**config.mk**
```make
export PLATFORM = sky130hd
export DESIGN_NAME = lddfr_top
export DESIGN_NICKNAME = d
export VERILOG_FILES = /design/src/rtl/lddfr_pkg.sv /design/src/rtl/lddfr_top.sv
export SDC_FILE = /design/constraint.sdc
export NUM_CORES = 1
export LEC_CHECK = 0
export BUFFER_PORTS_ARGS = -buffer_cell sky130_fd_sc_hd__buf_2
export CAP_MARGIN = 20
export CORE_MARGIN = 2
export CORE_UTILIZATION = 30
export CTS_CLUSTER_DIAMETER = 60
export CTS_CLUSTER_SIZE = 24
export DETAILED_ROUTE_END_ITERATION = 12
export HOLD_SLACK_MARGIN = 0.1
export PLACE_DENSITY_LB_ADDON = 0.15
export SYNTH_ARGS = -nofsm -noshare
export SYNTH_HDL_FRONTEND = slang
export SYNTH_SLANG_ARGS = --single-unit
```
**constraint.sdc**
```tcl
create_clock -name mclk -period 4.9 [get_ports mclk]
set_input_delay 0.735 -clock mclk [delete_from_list [all_inputs] [get_ports mclk]]
set_output_delay 0.735 -clock mclk [all_outputs]
set_load 0.03 [all_outputs]
```
**src/rtl/lddfr_pkg.sv**
```systemverilog
package lddfr_pkg;

   // ----------------------------------------
   // register indices, byte address = 4 * index
   // ----------------------------------------
   localparam int IDX_W = 14;
   localparam logic [IDX_W-1:0] IDX_NUM = 14'h0716;
   localparam logic [IDX_W-1:0] IDX_DEN = 14'h071D;
   localparam logic [IDX_W-1:0] IDX_UPD = 14'h0721;
   localparam logic [IDX_W-1:0] IDX_FRAC = 14'h0722;
   localparam logic [IDX_W-1:0] IDX_SMASK = 14'h0723;
   localparam logic [IDX_W-1:0] IDX_STEP = 14'h0724;
   localparam logic [IDX_W-1:0] IDX_INSEL = 14'h072B;
   localparam logic [IDX_W-1:0] IDX_FAST = 14'h072C;
   localparam logic [IDX_W-1:0] IDX_SELCTL = 14'h0740;
   localparam logic [IDX_W-1:0] IDX_STATUS = 14'h0741;

   // ----------------------------------------
   // byte window and field layout
   // ----------------------------------------
   localparam int NB = 23;
   localparam int NUM_BYTES = 7;
   localparam int DEN_BYTES = 4;
   localparam int STEP_BYTES = 7;
   localparam int NUM_W = 56;
   localparam int DEN_W = 32;
   localparam int UPD_BIT = 0;
   localparam int FRAC_MODE_LSB = 0;
   localparam int FRAC_MODE_W = 4;
   localparam int FRAC_EN_BIT = 4;
   localparam int SMASK_BIT = 0;
   localparam int INSEL_W = 3;
   localparam int AUTO_BIT = 0;
   localparam int FORCE_BIT = 1;
   localparam int SELCTL_BIT = 0;
   localparam int ST_FAST_BIT = 0;
   localparam int ST_INSEL_LSB = 1;
   localparam int ST_LOL_BIT = 3;

   // writable bits of each byte, index 0 is IDX_NUM
   localparam logic [NB-1:0][7:0] WR_MASK = {
      8'h03, 8'h07,
      8'hFF, 8'hFF, 8'hFF, 8'hFF, 8'hFF, 8'hFF, 8'hFF,
      8'h01, 8'h3F, 8'h00,
      8'hFF, 8'hFF, 8'hFF, 8'hFF,
      8'hFF, 8'hFF, 8'hFF, 8'hFF, 8'hFF, 8'hFF, 8'hFF};

   localparam logic [7:0] BYTE_RST = 8'h00;
   localparam logic [31:0] WORD_ZERO = 32'h0000_0000;
   localparam logic [1:0] HTRANS_NONSEQ = 2'h2;
   localparam logic HRESP_OKAY = 1'b0;

   typedef struct packed {
      logic [NUM_W-1:0] numerator;
      logic [DEN_W-1:0] denominator;
   } lddfr_divider_t;

   typedef enum logic {
      BUS_IDLE = 1'b0,
      BUS_READ = 1'b1
   } lddfr_bus_state_t;

endpackage : lddfr_pkg

```
**src/rtl/lddfr_top.sv**
```systemverilog
// The AHB-Lite interface to the registers was left to the implementer.
`timescale 1ns/1ps
module lddfr_top (
   input wire logic mclk,
   input wire logic nrst,
   input wire logic hsel,
   input wire logic [31:0] haddr,
   input wire logic [1:0] htrans,
   input wire logic hwrite,
   input wire logic [2:0] hsize,
   input wire logic [31:0] hwdata,
   input wire logic hready,
   output logic [31:0] hrdata,
   output logic hreadyout,
   output logic hresp,
   input wire logic soft_reset_req,
   input wire logic loss_of_lock,
   input wire logic [1:0] input_select_pins,
   input wire logic frequency_increment,
   input wire logic frequency_decrement,
   output lddfr_pkg::lddfr_divider_t active_divider,
   output logic [3:0] fractional_mode_field,
   output logic fractional_enable,
   output logic [1:0] selected_input,
   output logic fast_bandwidth
);

   // ----------------------------------------
   // storage
   // ----------------------------------------
   logic [7:0] cfg_byte [lddfr_pkg::NB];
   logic register_select_control_reg;
   lddfr_pkg::lddfr_divider_t active_reg;
   lddfr_pkg::lddfr_bus_state_t bus_state_reg;
   logic [lddfr_pkg::IDX_W-1:0] rd_idx_reg;
   logic [lddfr_pkg::IDX_W-1:0] wr_idx_reg;
   logic wr_pend_reg;
   logic upd_pend_reg;
   logic [31:0] hrdata_reg;
   logic hready_reg;
   logic hresp_reg;
   logic [1:0] in_sel_reg;
   logic fast_bw_reg;
   logic [3:0] frac_mode_reg;
   logic frac_en_reg;

   logic [lddfr_pkg::NUM_W-1:0] staged_num;
   logic [lddfr_pkg::DEN_W-1:0] staged_den;
   logic [lddfr_pkg::NUM_W-1:0] step_word;
   logic [7:0] frac_byte;
   logic step_masked;
   logic [lddfr_pkg::INSEL_W-1:0] manual_input_select;
   logic auto_fast_acquire_enable;
   logic force_fast_acquire;
   logic addr_take;
   logic [lddfr_pkg::IDX_W-1:0] addr_idx;
   logic wr_hit_upd;
   logic [31:0] rd_next;

   // ----------------------------------------
   // ahb address phase
   // ----------------------------------------
   assign addr_take = hsel && hready && (htrans == lddfr_pkg::HTRANS_NONSEQ);
   assign addr_idx = haddr[lddfr_pkg::IDX_W+1:2];

   always_ff @(posedge mclk or negedge nrst)
   begin
      if (!nrst)
      begin
         wr_pend_reg <= 1'b0;
         wr_idx_reg <= '0;
      end
      else
      begin
         wr_pend_reg <= addr_take && hwrite;
         if (addr_take && hwrite)
         begin
            wr_idx_reg <= addr_idx;
         end
      end
   end

   // reads wait one cycle so a write just before is already stored
   always_ff @(posedge mclk or negedge nrst)
   begin
      if (!nrst)
      begin
         bus_state_reg <= lddfr_pkg::BUS_IDLE;
         rd_idx_reg <= '0;
         hready_reg <= 1'b1;
         hrdata_reg <= lddfr_pkg::WORD_ZERO;
      end
      else
      begin
         case (bus_state_reg)
            lddfr_pkg::BUS_IDLE:
            begin
               if (addr_take && !hwrite)
               begin
                  bus_state_reg <= lddfr_pkg::BUS_READ;
                  rd_idx_reg <= addr_idx;
                  hready_reg <= 1'b0;
               end
            end
            lddfr_pkg::BUS_READ:
            begin
               bus_state_reg <= lddfr_pkg::BUS_IDLE;
               hrdata_reg <= rd_next;
               hready_reg <= 1'b1;
            end
            default:
            begin
               bus_state_reg <= lddfr_pkg::BUS_IDLE;
               hready_reg <= 1'b1;
            end
         endcase
      end
   end

   // always OKAY, unmapped reads return zero
   always_ff @(posedge mclk or negedge nrst)
   begin
      if (!nrst)
      begin
         hresp_reg <= lddfr_pkg::HRESP_OKAY;
      end
      else
      begin
         hresp_reg <= lddfr_pkg::HRESP_OKAY;
      end
   end

   // ----------------------------------------
   // byte registers
   // ----------------------------------------
   for (genvar k = 0; k < lddfr_pkg::NB; k++)
   begin : g_byte
      always_ff @(posedge mclk or negedge nrst)
      begin
         if (!nrst)
         begin
            cfg_byte[k] <= lddfr_pkg::BYTE_RST;
         end
         else if (wr_pend_reg && (wr_idx_reg == lddfr_pkg::IDX_NUM + lddfr_pkg::IDX_W'(k)))
         begin
            cfg_byte[k] <= hwdata[7:0] & lddfr_pkg::WR_MASK[k];
         end
      end
   end

   always_ff @(posedge mclk or negedge nrst)
   begin
      if (!nrst)
      begin
         register_select_control_reg <= 1'b0;
      end
      else if (wr_pend_reg && (wr_idx_reg == lddfr_pkg::IDX_SELCTL))
      begin
         register_select_control_reg <= hwdata[lddfr_pkg::SELCTL_BIT];
      end
   end

   // ----------------------------------------
   // field views of the byte window
   // ----------------------------------------
   always_comb
   begin
      staged_num = '0;
      staged_den = '0;
      step_word = '0;
      for (int i = 0; i < lddfr_pkg::NUM_BYTES; i++)
      begin
         staged_num[i*8 +: 8] = cfg_byte[int'(lddfr_pkg::IDX_NUM - lddfr_pkg::IDX_NUM) + i];
      end
      for (int i = 0; i < lddfr_pkg::DEN_BYTES; i++)
      begin
         staged_den[i*8 +: 8] = cfg_byte[int'(lddfr_pkg::IDX_DEN - lddfr_pkg::IDX_NUM) + i];
      end
      for (int i = 0; i < lddfr_pkg::STEP_BYTES; i++)
      begin
         step_word[i*8 +: 8] = cfg_byte[int'(lddfr_pkg::IDX_STEP - lddfr_pkg::IDX_NUM) + i];
      end
   end

   assign frac_byte = cfg_byte[int'(lddfr_pkg::IDX_FRAC - lddfr_pkg::IDX_NUM)];
   assign step_masked = cfg_byte[int'(lddfr_pkg::IDX_SMASK - lddfr_pkg::IDX_NUM)][lddfr_pkg::SMASK_BIT];
   assign manual_input_select = cfg_byte[int'(lddfr_pkg::IDX_INSEL - lddfr_pkg::IDX_NUM)][lddfr_pkg::INSEL_W-1:0];
   assign auto_fast_acquire_enable = cfg_byte[int'(lddfr_pkg::IDX_FAST - lddfr_pkg::IDX_NUM)][lddfr_pkg::AUTO_BIT];
   assign force_fast_acquire = cfg_byte[int'(lddfr_pkg::IDX_FAST - lddfr_pkg::IDX_NUM)][lddfr_pkg::FORCE_BIT];

   // ----------------------------------------
   // divider update strobe
   // ----------------------------------------
   assign wr_hit_upd = wr_pend_reg && (wr_idx_reg == lddfr_pkg::IDX_UPD) && hwdata[lddfr_pkg::UPD_BIT];

   // strobe lives one cycle, so a read nearly always sees zero
   always_ff @(posedge mclk or negedge nrst)
   begin
      if (!nrst)
      begin
         upd_pend_reg <= 1'b0;
      end
      else
      begin
         upd_pend_reg <= wr_hit_upd;
      end
   end

   // ----------------------------------------
   // operating divider
   // ----------------------------------------
   // a load beats a step in the same cycle; inc with dec cancels
   always_ff @(posedge mclk or negedge nrst)
   begin
      if (!nrst)
      begin
         active_reg <= '0;
      end
      else if (upd_pend_reg || soft_reset_req)
      begin
         active_reg.numerator <= staged_num;
         active_reg.denominator <= staged_den;
      end
      else if (!step_masked && (frequency_increment != frequency_decrement))
      begin
         if (frequency_increment)
         begin
            active_reg.numerator <= active_reg.numerator + step_word;
         end
         else
         begin
            active_reg.numerator <= active_reg.numerator - step_word;
         end
      end
   end

   always_ff @(posedge mclk or negedge nrst)
   begin
      if (!nrst)
      begin
         frac_mode_reg <= '0;
         frac_en_reg <= 1'b0;
      end
      else
      begin
         frac_mode_reg <= frac_byte[lddfr_pkg::FRAC_MODE_LSB +: lddfr_pkg::FRAC_MODE_W];
         frac_en_reg <= frac_byte[lddfr_pkg::FRAC_EN_BIT];
      end
   end

   // ----------------------------------------
   // input choice
   // ----------------------------------------
   // reserved codes 4-7 fold onto low bits; software keeps them out
   always_ff @(posedge mclk or negedge nrst)
   begin
      if (!nrst)
      begin
         in_sel_reg <= '0;
      end
      else if (register_select_control_reg)
      begin
         in_sel_reg <= manual_input_select[1:0];
      end
      else
      begin
         in_sel_reg <= input_select_pins;
      end
   end

   // ----------------------------------------
   // fast acquire bandwidth
   // ----------------------------------------
   always_ff @(posedge mclk or negedge nrst)
   begin
      if (!nrst)
      begin
         fast_bw_reg <= 1'b0;
      end
      else
      begin
         fast_bw_reg <= force_fast_acquire || (auto_fast_acquire_enable && loss_of_lock);
      end
   end

   // ----------------------------------------
   // read mux
   // ----------------------------------------
   always_comb
   begin
      rd_next = lddfr_pkg::WORD_ZERO;
      if ((rd_idx_reg >= lddfr_pkg::IDX_NUM) && (rd_idx_reg <= lddfr_pkg::IDX_FAST))
      begin
         rd_next[7:0] = cfg_byte[int'(rd_idx_reg - lddfr_pkg::IDX_NUM)];
         if (rd_idx_reg == lddfr_pkg::IDX_UPD)
         begin
            rd_next[lddfr_pkg::UPD_BIT] = upd_pend_reg;
         end
      end
      else if (rd_idx_reg == lddfr_pkg::IDX_SELCTL)
      begin
         rd_next[lddfr_pkg::SELCTL_BIT] = register_select_control_reg;
      end
      else if (rd_idx_reg == lddfr_pkg::IDX_STATUS)
      begin
         rd_next[lddfr_pkg::ST_FAST_BIT] = fast_bw_reg;
         rd_next[lddfr_pkg::ST_INSEL_LSB +: 2] = in_sel_reg;
         rd_next[lddfr_pkg::ST_LOL_BIT] = loss_of_lock;
      end
   end

   // ----------------------------------------
   // outputs
   // ----------------------------------------
   assign hrdata = hrdata_reg;
   assign hreadyout = hready_reg;
   assign hresp = hresp_reg;
   assign active_divider = active_reg;
   assign fractional_mode_field = frac_mode_reg;
   assign fractional_enable = frac_en_reg;
   assign selected_input = in_sel_reg;
   assign fast_bandwidth = fast_bw_reg;

endmodule : lddfr_top

```
==> results.json <==
{
  "drt_iter0_drc": 903,
  "first_global_vias": 14330,
  "wire_per_inst_um": 22.26,
  "clk_pin_slew_ns": 0.06,
  "grt_pass1_wl_um": 92590,
  "ant_nets": 0,
  "pin_count": 210,
  "fin_setup_tns_ns": 0,
  "syn-instance-count": 1871,
  "largest_reg_flops": 149,
  "reg2reg_to": "active_divider[87]",
  "rsz0062_at_grt": "false",
  "fillers": 6068,
  "drc_errors": 0,
  "instances_no_fill": 2785,
  "cp.depth": 20,
  "crit_family": "simple AND/OR/NAND/NOR gates",
  "crit_fanout": 7,
  "core_um2": 59020,
  "synth-warning-count": 0,
  "viasPerCell": 5.234,
  "slew_headroom": 0.2991,
  "finalSetupViolCount": 0,
  "netlist_area_um2": 17890,
  "dieArea_um2": 61600,
  "final_nets": 2127,
  "regMostFlops": "cfg_byte",
  "cp_slowest_cell": "or4_4",
  "first_pass_iters": 5,
  "postCtsHoldBufs": 0,
  "yosysTopAreaCellShare": 0.4085,
  "cp.arrival_ns": 5.14,
  "synth_cell_type_count": 86,
  "rrSetupSlack_ns": 0.19,
  "synth_edf_count": 0,
  "final.min_clock_period_ns": 4.708,
  "via_count": 14580,
  "cts_sinks": 293,
  "die_w_um": 248.2,
  "yosys-top-cells-area": "dfrtp_1 (41%), mux2_2 (9.4%), nand2_1 (6.6%)",
  "hpwl_um": 46700,
  "yosys.area.top_type": "dfrtp_1",
  "final_util": 0.3499,
  "drv_cap": 0,
  "drt-total-wl_um": 61990,
  "critical_path.max_stage_delay_ns": 0.58,
  "period_share": 0.9607,
  "worstPathCellList": "or4_4 > nor3_4 > nand2_1 > nor2_2 > nand2_1 > nor2_1 > a21oi_1 > xor2_1 > ha_1 > buf_4 > a21oi_1 > o21bai_1 > a221oi_1 > o31ai_1 > nor3_2 > buf_4 > o21a_1 > o311ai_4 > mux2i_1 > nand3_1",
  "worst_pin_slew_ns": 1.047,
  "synth-seq-cells": 293,
  "areaGrowthSynthToFinish_pct": 15.46,
  "grt_overflow": 0,
  "hold_class": "in2async",
  "power.density_nw_per_um2": 395.7,
  "fmax_ghz": 0.2124,
  "grt_max_degree": 99,
  "cts_tree": "done",
  "final_common_cell": "nand2_1",
  "start_kind": "flop",
  "path_class": "reg2reg",
  "clockBufferDepth": 3,
  "hold_viol_final": 0,
  "rows": 89,
  "cp-endpoint": "active_divider[87]",
  "layout-drive-gt1-share": 0.2247,
  "status": "complete, no violations",
  "initial_core_util": 0.3031,
  "ys.flop_type": "dfrtp_1",
  "synth_area_per_cell_um2": 9.561,
  "power.total_w": 0.008172,
  "dp_cells": 2716,
  "seq_area_frac_synth": 0.4099,
  "grt.total_usage": 0.2016,
  "p_leak_nw": 9.773,
  "cts-root-buf": "clkbuf_16",
  "irDropWorstVdd_mv": 0.2052,
  "port_buffers": 139,
  "skew_ns": 0.02701,
  "dieHeight_um": 248.2,
  "cts_buffers": 37,
  "required_ns": 5.34,
  "antenna_found_initial": 3,
  "critPathCaptureType": "flop",
  "r2r-start": "cfg_byte[50]",
  "async_flop_share": 1.000,
  "clk_latency_ns": 0.57,
  "crit_start": "cfg_byte[50]",
  "place_congestion": 0.8966,
  "mostFrequentLayoutCells": "nand2_1 (314), dfrtp_1 (290), a21oi_1 (161)",
  "diodes": 0,
  "drv_slew": 0,
  "r2r_cells": 20,
  "critPathBufInv": 2,
  "h-tree-depth": 2
}
## area by class of cell
class | count | area (µm²) | area share
repair buffers | 175 | 1013 | 0.04907
multi-input cells | 1430 | 9859 | 0.4774
flip-flops and latches | 293 | 7336 | 0.3552
clock inverters | 23 | 286.5 | 0.01387
clock buffers | 45 | 1018 | 0.04931
inverters | 46 | 172.7 | 0.008360
well taps | 773 | 967.2 | 0.04683
## worst reg2reg max path: stages (launching register included)
cell      delay [ns]
dfrtp_1         0.45
or4_4           0.58
nor3_4          0.13
nand2_1         0.08
nor2_2          0.14
nand2_1         0.19
nor2_1          0.23
a21oi_1         0.12
xor2_1          0.26
ha_1            0.30
buf_4           0.16
a21oi_1         0.24
o21bai_1        0.09
a221oi_1        0.43
o31ai_1         0.22
nor3_2          0.21
buf_4           0.17
o21a_1          0.23
o311ai_4        0.11
mux2i_1         0.18
nand3_1         0.08
## how the worst min path moves through the flow
stage,startpoint,slack (ns),end,depth (start not counted)
after floorplan,frac_byte[0],0.37,fractional_mode_field[0],0
after global placement,frac_byte[3],0.41,fractional_mode_field[3],0
after detailed placement,frac_byte[2],0.42,fractional_mode_field[2],0
after CTS,nrst,0.21,fractional_mode_field[0],1
after global routing,nrst,0.25,fractional_mode_field[0],1
final,nrst,0.19,fractional_mode_field[0],1
## layer usage
layer	vias up	wire length, µm	part of all wire	global-route usage
met1	7276	29010	0.47	0.2830
met4	4	1721	0.028	0.06075
met5	-	30	0.00048	0
met3	90	3119	0.050	0.03598
met2	361	28110	0.45	0.3159
li1	6845	-	-	-
## kinds of logic after synthesis
| group | count (synthesis) | synth area share |
|---|---|---|
| multiplexers | 206 | 0.1507 |
| XOR/XNOR | 103 | 0.05085 |
| flip-flops | 293 | 0.4099 |
| AND/OR/NAND/NOR | 641 | 0.1662 |
| buffers and inverters | 172 | 0.04651 |
| adder cells (fa/ha/maj) | 64 | 0.04518 |
| other | 1 | 0.0002096 |
| AO/OA/AOI/OAI | 391 | 0.1304 |
## report_power, final
part	internal, W	switching, W	total, W	leakage (nW)
clock	0.00173	0.00121	0.00294	0.628
combinational	0.000863	0.00152	0.00238	5.43
sequential	0.00261	0.000241	0.00285	3.71
## cell usage after synthesis, types with 23 or more instances
master	number
nand2_1	314
dfrtp_1	292
a21oi_1	161
mux2_2	149
nor2_1	134
o21ai_0	88
clkbuf_1	65
xor2_1	64
ha_1	63
inv_1	45
xnor2_1	38
nor3_1	34
buf_4	30
nand3_1	29
nand4_1	26
and3_1	24
mux4_2	24
mux2i_1	23
## per-stage QoR
step / area (µm²) / hold WS, ns / setup WS [ns]
after floorplan: 17980 / 0.3653 / 0.8883
after global placement: 19310 / 0.4095 / 0.1895
after detailed placement: 19310 / 0.4236 / 0.2277
after CTS: 20610 / 0.2135 / 0.1902
after global routing: 20650 / 0.2478 / 0.01171
final: 20650 / 0.1938 / 0.1925
## what timing repair did
| action | CTS | global route |
|---|---|---|
| buffers inserted | 0 | 1 |
| resized for setup | 0 | 6 |
| endpoints found under the setup margin | 0 | 7 |
Power figures use the tool's default switching activity.
